`src/design/gpx_pkg.sv`:
```
// Package of register map, field layout and types for the pin port block
package gpx_pkg;
	// ==========================================================
	// Register indices, byte address is four times the index
	localparam logic [7:0] GPX_IDX_A_VALUE = 8'h00;
	localparam logic [7:0] GPX_IDX_A_DIR = 8'h01;
	localparam logic [7:0] GPX_IDX_A_OPT = 8'h02;
	localparam logic [7:0] GPX_IDX_B_VALUE = 8'h04;
	localparam logic [7:0] GPX_IDX_B_DIR = 8'h05;
	localparam logic [7:0] GPX_IDX_B_OPT = 8'h06;
	localparam logic [7:0] GPX_IDX_MISC = 8'h20;
	localparam logic [7:0] GPX_IDX_IRQ_STATUS = 8'h21;
	localparam logic [7:0] GPX_IDX_IRQ_MASK = 8'h22;
	localparam int GPX_ADDR_SHIFT = 2;
	localparam int GPX_PADDR_W = 10;

	// ==========================================================
	// Reset values
	localparam logic [7:0] GPX_RST_BYTE = 8'h00;
	localparam logic [1:0] GPX_RST_IRQ = 2'h0;

	// ==========================================================
	// Miscellaneous configuration fields
	localparam int GPX_MISC_PCLK_BIT = 7;
	localparam int GPX_MISC_SSRC_BIT = 6;
	localparam int GPX_MISC_SSLVL_BIT = 5;
	localparam int GPX_MISC_SENSB_HI = 4;
	localparam int GPX_MISC_SENSB_LO = 3;
	localparam int GPX_MISC_SENSA_HI = 2;
	localparam int GPX_MISC_SENSA_LO = 1;
	localparam int GPX_MISC_SLOW_BIT = 0;

	// ==========================================================
	// Interrupt status and mask bits
	localparam int GPX_IRQ_A_BIT = 0;
	localparam int GPX_IRQ_B_BIT = 1;

	// ==========================================================
	// Clock dividers, ratios of the oscillator
	localparam logic [4:0] GPX_DIV2_MAX = 5'h01;
	localparam logic [4:0] GPX_DIV4_MAX = 5'h03;
	localparam logic [4:0] GPX_DIV32_MAX = 5'h1F;
	localparam int GPX_SHARED_SELECT_BIT = 2;

	// ==========================================================
	// Types
	typedef enum logic [1:0] {
		GPX_SENS_FALL_LOW = 2'b00,
		GPX_SENS_RISE = 2'b01,
		GPX_SENS_FALL = 2'b10,
		GPX_SENS_BOTH = 2'b11
	} gpx_sens_t;

	typedef struct packed {
		logic [7:0] level;
		logic [7:0] oe_b;
		logic [7:0] pull_up;
	} gpx_pins_t;

	typedef struct packed {
		logic periph_tick;
		logic cpu_tick;
		logic periph_div4;
		logic cpu_slow;
	} gpx_clocks_t;
endpackage

```
`src/design/gpx_ports.sv`:
```
// Two pin ports with external interrupt groups and misc configuration
//
// Function
// - Every software write updates the value latch, even for input pins.
// - Value read gives latch for outputs, synchronised pin level for inputs.
// - Direction bit zero makes pin input, one makes it output.
// - Input pin option zero is floating, one pull-up and interrupt capable.
// - Output pin option zero is open drain, one push-pull where supported.
// - Pins without option bit drive as option zero: open drain output, floating input, no pull-up; option one still joins interrupt group.
// - Reset clears value, direction and option registers of both ports.
// - Config bit 7 picks peripheral clock oscillator/2 or /4.
// - Config bit 6 picks slave select from pin or internal bit 5.
// - With internal slave select, shared pin stays ordinary port pin.
// - Config bits 4:3 set port B interrupt sensitivity.
// - Config bits 2:1 set port A interrupt sensitivity, same codes.
// - Sensitivity fields are written only while CPU interrupt mask set.
// - Config bit 0 picks CPU clock oscillator/2 or slow /32.
// - Input with option one raises group request on selected event.
// - Enabled pins of a group combine by AND; one low masks others.
// - Pending request clears on vector fetch unless set again in that cycle (low level held), and always on sensitivity change.
//
// Local design decision: register access over APB.
`timescale 1ns/1ps
`default_nettype none
module gpx_ports
	import gpx_pkg::*;
#(
	parameter logic [7:0] A_OPT_IMPL = 8'hFF,
	parameter logic [7:0] B_OPT_IMPL = 8'h38,
	parameter logic [7:0] B_PIN_IMPL = 8'h3F
) (
	// Clock, reset, enable
	input wire logic clk_in,
	input wire logic rst_b_in,
	input wire logic ce_in,
	// APB slave
	input wire logic psel_in,
	input wire logic penable_in,
	input wire logic pwrite_in,
	input wire logic [GPX_PADDR_W-1:0] paddr_in,
	input wire logic [31:0] pwdata_in,
	output logic [31:0] prdata_out,
	output logic pready_out,
	output logic pslverr_out,
	// CPU side
	input wire logic cpu_flags_i_mask_in,
	input wire logic group_a_vector_fetch_in,
	input wire logic group_b_vector_fetch_in,
	output logic group_a_interrupt_out,
	output logic group_b_interrupt_out,
	output logic irq_out,
	// Pins
	input wire logic [7:0] port_a_pins_in,
	input wire logic [7:0] port_b_pins_in,
	output gpx_pins_t port_a_pins_out,
	output gpx_pins_t port_b_pins_out,
	// Peripheral side
	output logic slave_select_level_out,
	output gpx_clocks_t clocks_out
);
	// ==========================================================
	// Address decode
	function automatic logic hit(input logic [GPX_PADDR_W-1:0] a, input logic [7:0] idx);
		hit = (a == (GPX_PADDR_W'(idx) << GPX_ADDR_SHIFT));
	endfunction

	function automatic logic [7:0] pin_read(input logic [7:0] lat, input logic [7:0] dir,
		input logic [7:0] lvl);
		pin_read = (lat & dir) | (lvl & ~dir);
	endfunction

	logic [7:0] a_val_reg, a_dir_reg, a_opt_reg;
	logic [7:0] b_val_reg, b_dir_reg, b_opt_reg;
	logic [7:0] misc_reg;
	logic [1:0] status_reg, mask_reg;
	logic [7:0] a_s1_reg, a_s2_reg, b_s1_reg, b_s2_reg;
	logic [1:0] comb_prev_reg, pend_reg;
	logic [4:0] div_cnt_reg;
	logic [31:0] prdata_reg;
	logic slverr_reg;
	logic wr_en, rd_setup, mapped;
	logic [7:0] wbyte, rd_byte, misc_next;
	logic [1:0] comb_now, fall, rise, pend_set, pend_clr, sens_chg;
	gpx_sens_t sens [2];

	assign wr_en = ce_in & psel_in & penable_in & pwrite_in;
	assign rd_setup = ce_in & psel_in & ~penable_in;
	assign wbyte = pwdata_in[7:0];

	// ==========================================================
	// Port registers
	always_ff @(posedge clk_in or negedge rst_b_in) begin
		if (!rst_b_in) begin
			a_val_reg <= GPX_RST_BYTE;
			a_dir_reg <= GPX_RST_BYTE;
			a_opt_reg <= GPX_RST_BYTE;
			b_val_reg <= GPX_RST_BYTE;
			b_dir_reg <= GPX_RST_BYTE;
			b_opt_reg <= GPX_RST_BYTE;
		end else if (wr_en) begin
			if (hit(paddr_in, GPX_IDX_A_VALUE)) a_val_reg <= wbyte;
			if (hit(paddr_in, GPX_IDX_A_DIR)) a_dir_reg <= wbyte;
			if (hit(paddr_in, GPX_IDX_A_OPT)) a_opt_reg <= wbyte;
			if (hit(paddr_in, GPX_IDX_B_VALUE)) b_val_reg <= wbyte & B_PIN_IMPL;
			if (hit(paddr_in, GPX_IDX_B_DIR)) b_dir_reg <= wbyte & B_PIN_IMPL;
			if (hit(paddr_in, GPX_IDX_B_OPT)) b_opt_reg <= wbyte & B_PIN_IMPL;
		end
	end

	// ==========================================================
	// Miscellaneous configuration
	always_comb begin
		misc_next = wbyte;
		if (!cpu_flags_i_mask_in) begin
			misc_next[GPX_MISC_SENSB_HI:GPX_MISC_SENSB_LO] =
				misc_reg[GPX_MISC_SENSB_HI:GPX_MISC_SENSB_LO];
			misc_next[GPX_MISC_SENSA_HI:GPX_MISC_SENSA_LO] =
				misc_reg[GPX_MISC_SENSA_HI:GPX_MISC_SENSA_LO];
		end
	end

	always_ff @(posedge clk_in or negedge rst_b_in) begin
		if (!rst_b_in) begin
			misc_reg <= GPX_RST_BYTE;
		end else if (wr_en && hit(paddr_in, GPX_IDX_MISC)) begin
			misc_reg <= misc_next;
		end
	end

	assign sens[0] = gpx_sens_t'(misc_reg[GPX_MISC_SENSA_HI:GPX_MISC_SENSA_LO]);
	assign sens[1] = gpx_sens_t'(misc_reg[GPX_MISC_SENSB_HI:GPX_MISC_SENSB_LO]);
	assign sens_chg[0] = wr_en & hit(paddr_in, GPX_IDX_MISC) &
		(misc_next[GPX_MISC_SENSA_HI:GPX_MISC_SENSA_LO] != sens[0]);
	assign sens_chg[1] = wr_en & hit(paddr_in, GPX_IDX_MISC) &
		(misc_next[GPX_MISC_SENSB_HI:GPX_MISC_SENSB_LO] != sens[1]);

	// ==========================================================
	// Pin drivers
	always_comb begin
		port_a_pins_out.level = a_val_reg;
		port_a_pins_out.oe_b = ~(a_dir_reg & ((a_opt_reg & A_OPT_IMPL) | ~a_val_reg));
		port_a_pins_out.pull_up = ~a_dir_reg & a_opt_reg & A_OPT_IMPL;
		port_b_pins_out.level = b_val_reg;
		port_b_pins_out.oe_b = ~(b_dir_reg & ((b_opt_reg & B_OPT_IMPL) | ~b_val_reg));
		port_b_pins_out.pull_up = ~b_dir_reg & b_opt_reg & B_OPT_IMPL;
	end

	// ==========================================================
	// Pin synchronisers
	always_ff @(posedge clk_in or negedge rst_b_in) begin
		if (!rst_b_in) begin
			a_s1_reg <= GPX_RST_BYTE;
			a_s2_reg <= GPX_RST_BYTE;
			b_s1_reg <= GPX_RST_BYTE;
			b_s2_reg <= GPX_RST_BYTE;
		end else if (ce_in) begin
			a_s1_reg <= port_a_pins_in;
			a_s2_reg <= a_s1_reg;
			b_s1_reg <= port_b_pins_in;
			b_s2_reg <= b_s1_reg;
		end
	end

	// ==========================================================
	// Slave select source
	always_ff @(posedge clk_in or negedge rst_b_in) begin
		if (!rst_b_in) begin
			slave_select_level_out <= 1'b0;
		end else if (ce_in) begin
			slave_select_level_out <= misc_reg[GPX_MISC_SSRC_BIT] ?
				misc_reg[GPX_MISC_SSLVL_BIT] : b_s2_reg[GPX_SHARED_SELECT_BIT];
		end
	end

	// ==========================================================
	// External interrupt groups
	assign comb_now[0] = &(a_s2_reg | a_dir_reg | ~a_opt_reg);
	assign comb_now[1] = &(b_s2_reg | b_dir_reg | ~b_opt_reg | ~B_PIN_IMPL);

	genvar g;
	generate
		for (g = 0; g < 2; g++) begin : grp
			assign fall[g] = comb_prev_reg[g] & ~comb_now[g];
			assign rise[g] = ~comb_prev_reg[g] & comb_now[g];
			always_comb begin
				case (sens[g])
					GPX_SENS_FALL_LOW: pend_set[g] = fall[g] | ~comb_now[g];
					GPX_SENS_RISE: pend_set[g] = rise[g];
					GPX_SENS_FALL: pend_set[g] = fall[g];
					GPX_SENS_BOTH: pend_set[g] = fall[g] | rise[g];
					default: pend_set[g] = 1'b0;
				endcase
			end
		end
	endgenerate

	assign pend_clr = {group_b_vector_fetch_in, group_a_vector_fetch_in};

	always_ff @(posedge clk_in or negedge rst_b_in) begin
		if (!rst_b_in) begin
			comb_prev_reg <= 2'h3;
			pend_reg <= GPX_RST_IRQ;
		end else if (ce_in) begin
			comb_prev_reg <= comb_now;
			pend_reg <= (pend_set | (pend_reg & ~pend_clr)) & ~sens_chg;
		end
	end

	assign group_a_interrupt_out = pend_reg[GPX_IRQ_A_BIT];
	assign group_b_interrupt_out = pend_reg[GPX_IRQ_B_BIT];

	// ==========================================================
	// Sticky status and mask
	always_ff @(posedge clk_in or negedge rst_b_in) begin
		if (!rst_b_in) begin
			status_reg <= GPX_RST_IRQ;
			mask_reg <= GPX_RST_IRQ;
		end else if (ce_in) begin
			if (wr_en && hit(paddr_in, GPX_IDX_IRQ_STATUS)) begin
				status_reg <= (status_reg & ~wbyte[1:0]) | (pend_set & ~sens_chg);
			end else begin
				status_reg <= status_reg | (pend_set & ~sens_chg);
			end
			if (wr_en && hit(paddr_in, GPX_IDX_IRQ_MASK)) mask_reg <= wbyte[1:0];
		end
	end

	always_ff @(posedge clk_in or negedge rst_b_in) begin
		if (!rst_b_in) begin
			irq_out <= 1'b0;
		end else if (ce_in) begin
			irq_out <= |(status_reg & mask_reg);
		end
	end

	// ==========================================================
	// Clock dividers
	always_ff @(posedge clk_in or negedge rst_b_in) begin
		if (!rst_b_in) begin
			div_cnt_reg <= 5'h00;
			clocks_out <= '0;
		end else if (ce_in) begin
			div_cnt_reg <= div_cnt_reg + 5'h01;
			clocks_out.periph_div4 <= misc_reg[GPX_MISC_PCLK_BIT];
			clocks_out.cpu_slow <= misc_reg[GPX_MISC_SLOW_BIT];
			clocks_out.periph_tick <= misc_reg[GPX_MISC_PCLK_BIT] ?
				((div_cnt_reg & GPX_DIV4_MAX) == GPX_DIV4_MAX) :
				((div_cnt_reg & GPX_DIV2_MAX) == GPX_DIV2_MAX);
			clocks_out.cpu_tick <= misc_reg[GPX_MISC_SLOW_BIT] ?
				(div_cnt_reg == GPX_DIV32_MAX) :
				((div_cnt_reg & GPX_DIV2_MAX) == GPX_DIV2_MAX);
		end
	end

	// ==========================================================
	// APB read path
	always_comb begin
		rd_byte = 8'h00;
		mapped = 1'b1;
		if (hit(paddr_in, GPX_IDX_A_VALUE)) rd_byte = pin_read(a_val_reg, a_dir_reg, a_s2_reg);
		else if (hit(paddr_in, GPX_IDX_A_DIR)) rd_byte = a_dir_reg;
		else if (hit(paddr_in, GPX_IDX_A_OPT)) rd_byte = a_opt_reg;
		else if (hit(paddr_in, GPX_IDX_B_VALUE)) rd_byte = pin_read(b_val_reg, b_dir_reg,
			b_s2_reg & B_PIN_IMPL);
		else if (hit(paddr_in, GPX_IDX_B_DIR)) rd_byte = b_dir_reg;
		else if (hit(paddr_in, GPX_IDX_B_OPT)) rd_byte = b_opt_reg;
		else if (hit(paddr_in, GPX_IDX_MISC)) rd_byte = misc_reg;
		else if (hit(paddr_in, GPX_IDX_IRQ_STATUS)) rd_byte = {6'h00, status_reg};
		else if (hit(paddr_in, GPX_IDX_IRQ_MASK)) rd_byte = {6'h00, mask_reg};
		else mapped = 1'b0;
	end

	always_ff @(posedge clk_in or negedge rst_b_in) begin
		if (!rst_b_in) begin
			prdata_reg <= 32'h0000_0000;
			slverr_reg <= 1'b0;
		end else if (rd_setup) begin
			prdata_reg <= {24'h000000, rd_byte};
			slverr_reg <= ~mapped;
		end
	end

	assign prdata_out = prdata_reg;
	assign pready_out = psel_in & penable_in & ce_in;
	assign pslverr_out = pready_out & slverr_reg;
endmodule
`default_nettype wire

```
`config.mk`:
```
export PLATFORM = sky130hd
export DESIGN_NAME = gpx_ports
export DESIGN_NICKNAME = d
export VERILOG_FILES = /design/src/design/gpx_pkg.sv /design/src/design/gpx_ports.sv
export SDC_FILE = /design/constraint.sdc
export NUM_CORES = 1
export LEC_CHECK = 0
export ABC_AREA = 1
export BUFFER_PORTS_ARGS = -buffer_cell sky130_fd_sc_hd__buf_2
export CAP_MARGIN = 20
export CORE_UTILIZATION = 49
export CTS_BUF_LIST = sky130_fd_sc_hd__clkbuf_8
export DETAILED_ROUTE_END_ITERATION = 8
export HOLD_SLACK_MARGIN = 0.12
export PLACE_DENSITY = 0.79
export SETUP_SLACK_MARGIN = 0.3
export SKIP_CTS_REPAIR_TIMING = 1
export SLEW_MARGIN = 5
export SYNTH_ARGS = -nofsm -noshare
export SYNTH_HDL_FRONTEND = slang
export SYNTH_SLANG_ARGS = --single-unit
```
`constraint.sdc`:
```
create_clock -name clk_in -period 1.44 [get_ports clk_in]
set_clock_uncertainty 0.1 [all_clocks]
set_input_delay 0.432 -clock clk_in [delete_from_list [all_inputs] [get_ports clk_in]]
set_output_delay 0.432 -clock clk_in [all_outputs]
set_load 0.01 [all_outputs]
```
* After elaboration in Yosys (flattened, before gate mapping) *
Cells that the tools add are included.

word-level totals
  output and inout bits = 90
  input bits = 67
  register bits = 106

cells by class
  add/sub/neg operators = 1
  bitwise operators = 59
  eq/ne operators = 18
  multiplexer cells = 25
  reduce and logical (&&, ||, !) cells = 16

operators with widths
  cell                                                  number
  two-way mux 8 bit                                     7
  inverter 8 bit                                        5
  AND 8 bit                                             4
  bitwise OR 8 bit                                      4
  equality test 10 x 5 -> 1 bit, second input constant  3
  equality test 10 x 8 -> 1 bit, second input constant  3
  AND 6 x 8 -> 8 bit                                    2
  inverter 6 -> 8 bit                                   2
  bitwise OR 6 x 8 -> 8 bit                             2
  AND 1 bit                                             14
  AND reduction 2 bit                                   7
  AND 6 bit                                             2
  two-way mux 1 bit                                     12
  bitwise OR 6 bit                                      2
  AND 2 bit                                             5
  equality test 10 x 3 -> 1 bit, second input constant  1
  equality test 10 x 4 -> 1 bit, second input constant  1
  equality test 2 bit, second input constant            5
  zero test 10 bit                                      1
  case mux 1 bit (4 select lines)                       2
  AND reduction 8 bit                                   1
  two-way mux 2 bit                                     3
  inverter 1 bit                                        6
  inverter 2 bit                                        3
  12 further kinds                                      22

* Depth between registers and ports, before layout *
Gate-level depths: netlist of the first run.

  depth in word-level cells = 11
  depth in mapped cells = 12

* Least setup slack after synthesis of the first run *
No wires, ideal clock.

  path type = input -> register
  from = input ce_in
  to = register a_val_reg[5]
  cell stages on the path = 9
  path slack = -150 ps
  data arrival time = 1364 ps
  required time = 1214 ps
  setup time = 126 ps
  cells stage by stage = buf_4 > nand3_1 > inv_2 > nand2_1 > inv_2 > nand2_1 > buf_2 > nand2_1 > o21ai_1

on the way
  word-level cells in the longest chain between the ends = 4

RTL lines
  item                                  RTL line          RTL
  start, declared                       gpx_ports.sv:35   input wire logic ce_in,
  AND 1 bit (3 in series)               gpx_ports.sv:86   assign wr_en = ce_in & psel_in & penable_in & pwrite_in;
  AND reduction 2 bit (no source line)  --
  end signal, assigned                  gpx_ports.sv:101  if (hit(paddr_in, GPX_IDX_A_VALUE)) a_val_reg <= wbyte;
  end, declared                         gpx_ports.sv:72   logic [7:0] a_val_reg, a_dir_reg, a_opt_reg;

No other way between the ends.
A chain may end at the register's enable or synchronous reset.

==> impl.org, run 1 <==
** Logic synthesis
- After synthesis the netlist holds a flip-flop and latch count of 106.
- The commonest cells after synthesis are nand2_1, dfrtp_1, inv_1, o21ai_1, nor2_1.
- Seq/Total Area, Yosys :: 46.7%
- Yosys printed 0 warnings.
- Syn Inst Count :: 726
- Avg Inst Size Synth :: 7.82 sq um
- Cell Area, Synth :: 5680 sq um
- The synthesized design contains 0 enable-type register cells.
- In this run, distinct cell masters in the synthesized netlist total 37.
- The synthesized design devotes to its leading area cell type 45.8% of total area.
- The largest total area in the synthesized netlist belongs to dfrtp_1.
- Commonest register cell after synthesis :: dfrtp_1
- Main area contributors after synthesis :: dfrtp_1, nand2_1, o21ai_1
- nand2_1 is the most common cell in the netlist.
- Counting flops with an async set or reset pin after synthesis yields a share of 100%.

** Setup path
- For this design, the slowest cell found on the critical path is dfrtp_1.
- Worst R2R Path Depth :: 10
- Launching element type of the critical path :: flip-flop
- The setup path with the least slack is of type reg2out.
- Required time of the critical path :: 0.91 ns
- Data arrives at the worst endpoint at 1.33 ns.
- Cell-by-cell trace of the critical path :: buf_6 > inv_4 > nor2_2 > a21oi_2 > buf_2
- Along the worst path, the maximum fanout reaches 3.
- Worst Setup SP :: a_dir_reg[2]
- The largest single stage delay on the critical path is 0.45 ns.
- The startpoint identified for the worst register-to-register timing path is a_opt_reg[4].
- CP Capture Type :: output port

** Timing
- Final setup TNS :: -10.37 ns
- Timing would allow up to 0.538 GHz.
- Setup violations remaining at the end of the flow were counted as 67.
- Dividing the final minimum period by the clock period gives 129%.
- Counting I/O delays and the setup requirement, the final critical path takes 1.86 ns.
- Final-report hold violation count :: 15
- Setup repair after global routing could not meet its margin everywhere.
- In the post-route analysis, the smallest setup slack over all paths is -0.418 ns.
- Worst Hold Margin :: -0.191 ns
- The count of pins over their slew limit was 0.

** Run
- Across the run, the number of max-cap violations was 0.

** Global routing
- The via count of the first global-routing pass was 4897.
- Entering global routing, the biggest net connects 45 pins.
- Antenna violations before repair :: 0
- Met2 Usage GRT :: 42.9%
- In the global route stage, met3 resource usage came out at 4.21%.
- The first global-routing pass estimated 23900 microns of wire.
- The layer flagged by global routing as most heavily used is met2.
- Remaining global-route overflow :: 0
- All-Layer GR Usage :: 27.1%
- Met1 routing resource usage after global routing :: 36.8%

** Power and ir drop
- Per report_power, the combinational group accounts for 19.9% of the total.
- For this design the ratio of total power to cell area is 756 nW/um^2.
- The clock network burns 29.3% of the power.
- Net switching share of the total power :: 29.8%
- Fraction of power consumed by sequential logic :: 50.7%
- Switching power summed over all nets :: 1.96 mW
- Internal power comes to 4.63 mW.
- Worst-case vdd ir drop :: 693 uV
- Static Leakage :: 4.34 nW

** Floorplanning
- Number of rows in the core area :: 38
- 157 I/O pins were placed.
- The initial utilization of the core area, before any placement, comes to 51.3%.
- The total area inside the core boundary comes to 11100 sq um.
- The die covers 12000 sq um.
- The die is 110 microns wide.
- Measured along the y axis, the die boundary spans 110 microns.

** Cells and area
- Area growth from synthesis to layout :: 53.5%
- Share of the core filled with cells in the final layout :: 78.7%
- After routing the design area is 8720 sq um.
- Cells with a size suffix above 1 make up 49.0% of the layout.
- Number of inserted diodes :: 0
- Nets@finish :: 1041

** Clock network
- The H-tree was split into 3 levels.
- The clock drives 106 sinks.
- Clock tree synthesis selected as its root buffer the cell clkbuf_8.
- Buffers inserted during clock tree synthesis total 9.
- Clock input transition at the sequential cells of the worst setup and hold paths :: 0.12 ns
- CTS tree :: done
- The clock reaches the later pin of the worst-skew pair after 0.39 ns.
- Deepest clock path buffer count :: 2

** Drt
- The first detailed-routing pass ran for 5 iterations.
- Total vias in the final route :: 6187
- Via/cell ratio :: 5.57
- The detailed router finished its first iteration with 643 violations.
- Detail-routed net length per standard cell :: 18.2 microns
- Count of antenna-violating nets left after detailed routing :: 0
- After detailed routing, the number of remaining DRC violations is 0.
- After detailed routing, the total wire length is 20300 microns.

** Placement
- Placed wire-length estimate after detailed placement :: 11700 microns
- Area of placed instances :: 6990 sq um
- The congestion estimate from routability-driven global placement came to 0.972.
- Port buffering added 97 buffers.

** Worst hold path
- The tightest min-delay check is of the in2async type.

** Outcome
- The run finished, with violations left.
- The checks that failed: hold timing, setup timing.
## critical path, delay by kind of cell, from the launching register on
family | cells | cell delay, ns
simple gates | 1 | 0.12
flops | 1 | 0.45
compound gates | 1 | 0.04
buf+inv | 3 | 0.31
## cell families (layout without fill, tap and decap cells)
logic type / Yosys count / in the layout / synth area share (%)
xor gates and xnor gates: 7 / 7 / 1.08
AOI/OAI and AO/OA: 123 / 123 / 11.5
other: 2 / 33 / 0.132
buffers and inverters: 128 / 338 / 11.4
adders and majority gates: 8 / 8 / 1.76
and+or+nand+nor: 351 / 355 / 27.2
muxes: 1 / 1 / 0.176
DFF: 106 / 106 / 46.7
## final cells by class
class                   count  area, sq um
inverters                  76          332
multi-input cells         527         3290
fillers                   644         2360
clock buffers              10          138
flip-flops and latches    106         2670
clock inverters             6         65.1
well taps                 140          175
repair buffers            246         2060
## stage by stage
stage	hold slack [ns]	total power, mW	std cells	setup WS [ns]
4_1_cts	-0.192	6.17	1053	-0.408
2_1_floorplan	0.0364	3.93	757	-0.111
5_1_grt	-0.191	6.84	1111	-0.468
3_3_place_gp	0.223	4.28	1037	-0.434
6_report	-0.191	6.59	1111	-0.418
3_5_place_dp	0.221	4.32	1037	-0.408
## power by group through the flow
stage / logic, mW / registers (mW) / clock network [mW]
global placement: 0.924 / 3.36 / 0
finish: 1.31 / 3.34 / 1.93
floorplan: 0.554 / 3.37 / 0
CTS: 0.959 / 3.31 / 1.90
global route: 1.43 / 3.36 / 2.05
detailed placement: 0.946 / 3.37 / 0
## routing by layer
metal / vias to the layer above / part of all wire (%)
li1: 2726 / -
met5: - / 0
met2: 446 / 48
met1: 2915 / 37
met3: 100 / 9.4
met4: 0 / 6.0
## cells in the final DEF (no fill, tap or decap), types with 2 or more instances in the layout
cell	netlist	routed
a21oi_2	0	12
and3_1	2	2
buf_12	0	7
nand4_1	8	8
dfrtp_1	104	96
inv_4	1	6
nand2_4	1	19
inv_2	7	21
nor3_1	7	5
o21ai_2	5	25
nand2_2	5	44
o2111ai_2	0	3
buf_2	5	64
nor2_2	5	16
nand3b_1	2	2
nand2_1	233	172
buf_4	34	103
or2_4	0	2
nand3_1	17	9
inv_1	68	44
clkinvlp_4	0	2
conb_1	2	33
nand3_2	2	7
xor2_1	7	7
o21ai_1	58	53
dfrtp_2	0	8
dfstp_2	2	2
o21ai_0	34	19
nor3_4	3	6
clkinv_2	0	2
inv_6	0	4
nand2_8	0	8
buf_6	4	71
clkbuf_8	0	10
nor2_4	6	21
a21oi_1	20	8
ha_4	0	3
nor2_1	55	29
ha_1	8	4
nand3_4	2	5
## final timing paths
kind,slack [ns],endpoint
worst max-delay path,-0.42,port_a_pins_out[10]
worst min-delay path,-0.19,a_s1_reg[4]
worst max register to register,-0.29,status_reg[0]
worst min register to register,0.38,a_s2_reg[7]
max in group asynchronous,0.88,comb_prev_reg[1]
min in group clk_in,0.14,a_s1_reg[2]
(Power assumes the default switching activity.)
==> run 2, diff against run 1 <==
CORE_ASPECT_RATIO = 1.4   (was default)
==> run 2 against run 1 <==
  * Highest routed layer unchanged
  * Critical path type unchanged
  * Fmax fell by 3.4%
  * Setup slack got worse by 0.065 ns
  * Routed wire length rose by 6.9%
  * Count of clock-buffer cells in the layout fell by 1
  * The flow still finishes with violations (hold timing, setup timing)
  * Sequential share of layout area fell by 0.11 points
==> impl.org, run 2 (same netlist as run 1, synthesis figures left out) <==
** Timing
- Final critical path time including I/O delays and setup :: 1.92 ns (+0.0646 ns)
- At the pin with the least slew margin, the transition time is 0.533 ns.
- Worst Hold Margin :: -0.120 ns (+0.0714 ns)
- Setup repair after global routing missed its margin :: yes
- The final worst-path cycle share came to 134% (+4.5 points).
- The final count of hold timing violations is 18 (+3).
- The setup slack of the critical path after layout came to -0.483 ns (-0.0646 ns).
- In this run the tightest slew margin relative to its limit is 64.1%.
- The setup total negative slack is -11.42 ns (-1.06 ns).
- Achievable Freq :: 0.520 GHz (-3.4%)
- Max-slew violation count :: 0 (unchanged)
- The setup violation total in the final timing report is 87 (+30%).

** Floorplanning
- Ports placed on the boundary :: 157 (unchanged)
- Number of rows in the core area :: 46 (+21%)
- Die W :: 93.0 microns (-15%)
- The vertical die dimension was 129 microns (+18%).
- The die outline area is 12000 sq um (about the same).
- The initial core utilization is 50.4% (-0.92 points).
- The area of the placeable core came to 11300 sq um (+1.8%).

** Clock network
- The total number of clock tree sinks is 106 (unchanged).
- The CTS buffer count was 9 (unchanged).
- H-tree Lvls :: 3 (unchanged)
- The clock-pin slew reported for the worst setup and hold paths after clock tree synthesis came to 0.11 ns (about the same).
- TritonCTS built the clock tree.
- Clock insertion delay at the later pin of the skew report :: 0.39 ns (about the same)
- Root Buffer :: clkbuf_8
- Deepest clock path buffer count :: 2 (unchanged)

** Placement
- Placed wire-length estimate after detailed placement :: 12100 microns (+3.5%)
- The cell count after placement came to 1047 (+0.96%).
- The number of I/O port buffers was 97 (unchanged).
- The worst slack after detailed placement came to -0.470 ns (-0.0618 ns).
- Area of placed instances :: 7070 sq um (+1.1%)
- The placer congestion estimate is 0.903 (-7.0%).

** Setup path
- Largest fanout on the critical path :: 2 (-1)
- The arrival time at the worst endpoint is 1.39 ns (+0.06 ns).
- Cell-by-cell trace of the critical path :: nor2_1 > buf_4 > buf_2
- By startpoint and endpoint, the worst setup path is classified as reg2out.
- The stage delay of the slowest cell on the critical path came to 0.42 ns (-0.03 ns).
- The worst setup path is launched from a flip-flop.
- Worst Setup SP :: a_dir_reg[0]
- The slowest stage of the critical path belongs to the cell dfrtp_1.
- The required time of the critical path is 0.91 ns (about the same).
- CP Capture Type :: output port
- In this run the critical register-to-register path is launched from a_dir_reg[6].

** Power and ir drop
- The areal power density over the cells is 748 nW/um^2 (-1.1%).
- The part of the power in registers was 51.2% (+0.5 points).
- Static Leakage :: 4.35 nW (+0.24%)
- Proportion of power drawn by the clock network :: 28.3% (-1.0 points)
- Share of total power in combinational logic :: 20.4% (+0.5 points)
- Internal Pwr Total :: 4.57 mW (-1.3%)
- The power dissipated by switching net loads was 1.97 mW (+0.41%).
- The worst supply voltage drop on vdd is 637 uV (-8.1%).
- The net switching fraction of the power came to 30.1% (+0.36 points).

** Global routing
- Antenna violations before repair :: 0 (unchanged)
- The maximum number of pins on one net before global-route repair was 33 (-27%).
- Remaining global-route overflow :: 0 (unchanged)
- First-pass GRT wire length :: 24700 microns (+3.2%)
- Vias in the first global route :: 5070 (+3.5%)
- All-Layer GR Usage :: 27.1% (+0.074 points)

** Drt
- DR iter-0 viols :: 741 (+15%)
- Count of antenna-violating nets left after detailed routing :: 0 (unchanged)
- The routed length on met2 is 10300 microns (+6.2%).
- Met3 wire length :: 2050 microns (+7.4%)
- Routed signal wires occupy layers up through met4.
- Wire length on met1 :: 7490 microns (+1.1%)
- The detailed-route wire length is 21700 microns (+6.9%).
- Via/cell ratio :: 5.72 (+2.7%)
- The overall via count from detail_route is 6389 (+3.3%).
- Detail-routed net length per standard cell :: 19.4 microns (+6.3%)
- Count of TritonRoute iterations in the first routing pass :: 7 (+2)
- DRC violation count after routing :: 0 (unchanged)

** Outcome
- Failing checks :: hold timing, setup timing
- Result of the run :: finished with violations

** Run
- The max-capacitance violation count came to 0 (unchanged).

** Cells and area
- Share of the core filled with cells in the final layout :: 77.5% (-1.2 points)
- Leaving out fill and tap cells, the most frequent cells in the layout are nand2_1, buf_4, dfrtp_1, buf_6, buf_2.
- The final non-filler cell area came to 8740 sq um (+0.27%).
- Leaving out fill and tap cells, the most frequent cell in the layout is nand2_1.
- The layout net count is 1043 (+0.19%).
- Area growth from synthesis to layout :: 53.9%
- The share of final-layout standard cells stronger than drive strength 1 is 48.7% (-0.31 points).
- The number of fill cells in the layout came to 688 (+6.8%).
- Number of cells in the finished layout apart from fillers :: 1117 (+0.54%)
- The number of antenna repair diodes is 0 (unchanged).

** Worst hold path
- HP Class :: in2async
[run 2: metal layers]
metal	vias up	GRT usage [%]
met4	0	15.7
met2	498	46.2
met1	3001	33.0
li1	2731	-
met5	-	0
met3	159	3.52
[run 2: worst paths after layout]
kind | depth (start not counted) | slack [ns] | end
setup / recovery | 3 | -0.48 | port_a_pins_out[0]
hold / removal | 1 | -0.12 | b_opt_reg[2]
setup reg to reg | 5 | -0.26 | prdata_out[6]
hold reg to reg | 2 | 0.38 | clocks_out[0]
max in group asynchronous | 2 | 0.84 | comb_prev_reg[1]
min in group clk_in | 3 | 0.14 | a_s1_reg[5]
[run 2: metrics by stage]
stage | total power, mW | hold slack [ns]
after global placement | 4.30 | 0.284
after global routing | 6.79 | -0.115
after CTS | 6.12 | -0.129
after detailed placement | 4.34 | 0.283
after floorplan | 3.93 | 0.0364
final | 6.54 | -0.120
[run 2: power groups by stage]
stage | registers [mW] | clock network [mW] | logic [mW]
final | 3.35 | 1.85 | 1.34
after global routing | 3.37 | 1.97 | 1.46
after CTS | 3.31 | 1.84 | 0.975
after detailed placement | 3.37 | 0 | 0.969
after global placement | 3.36 | 0 | 0.939
after floorplan | 3.37 | 0 | 0.554
[run 2: critical path, delay by kind of cell (launching register included)]
kind / cells / cell delay (ns)
buf+inv: 2 / 0.29
flops: 1 / 0.42
simple gates: 1 / 0.29
[run 2: layout make-up]
class | count | area, sq um | share of cell area, %
clock buffers | 9 | 124 | 1.42
inverters | 76 | 325 | 3.72
well taps | 144 | 180 | 2.06
repair inverters | 1 | 6.26 | 0.0715
multi-input cells | 528 | 3330 | 38.1
flip-flops and latches | 106 | 2660 | 30.4
repair buffers | 246 | 2050 | 23.5
clock inverters | 7 | 63.8 | 0.730
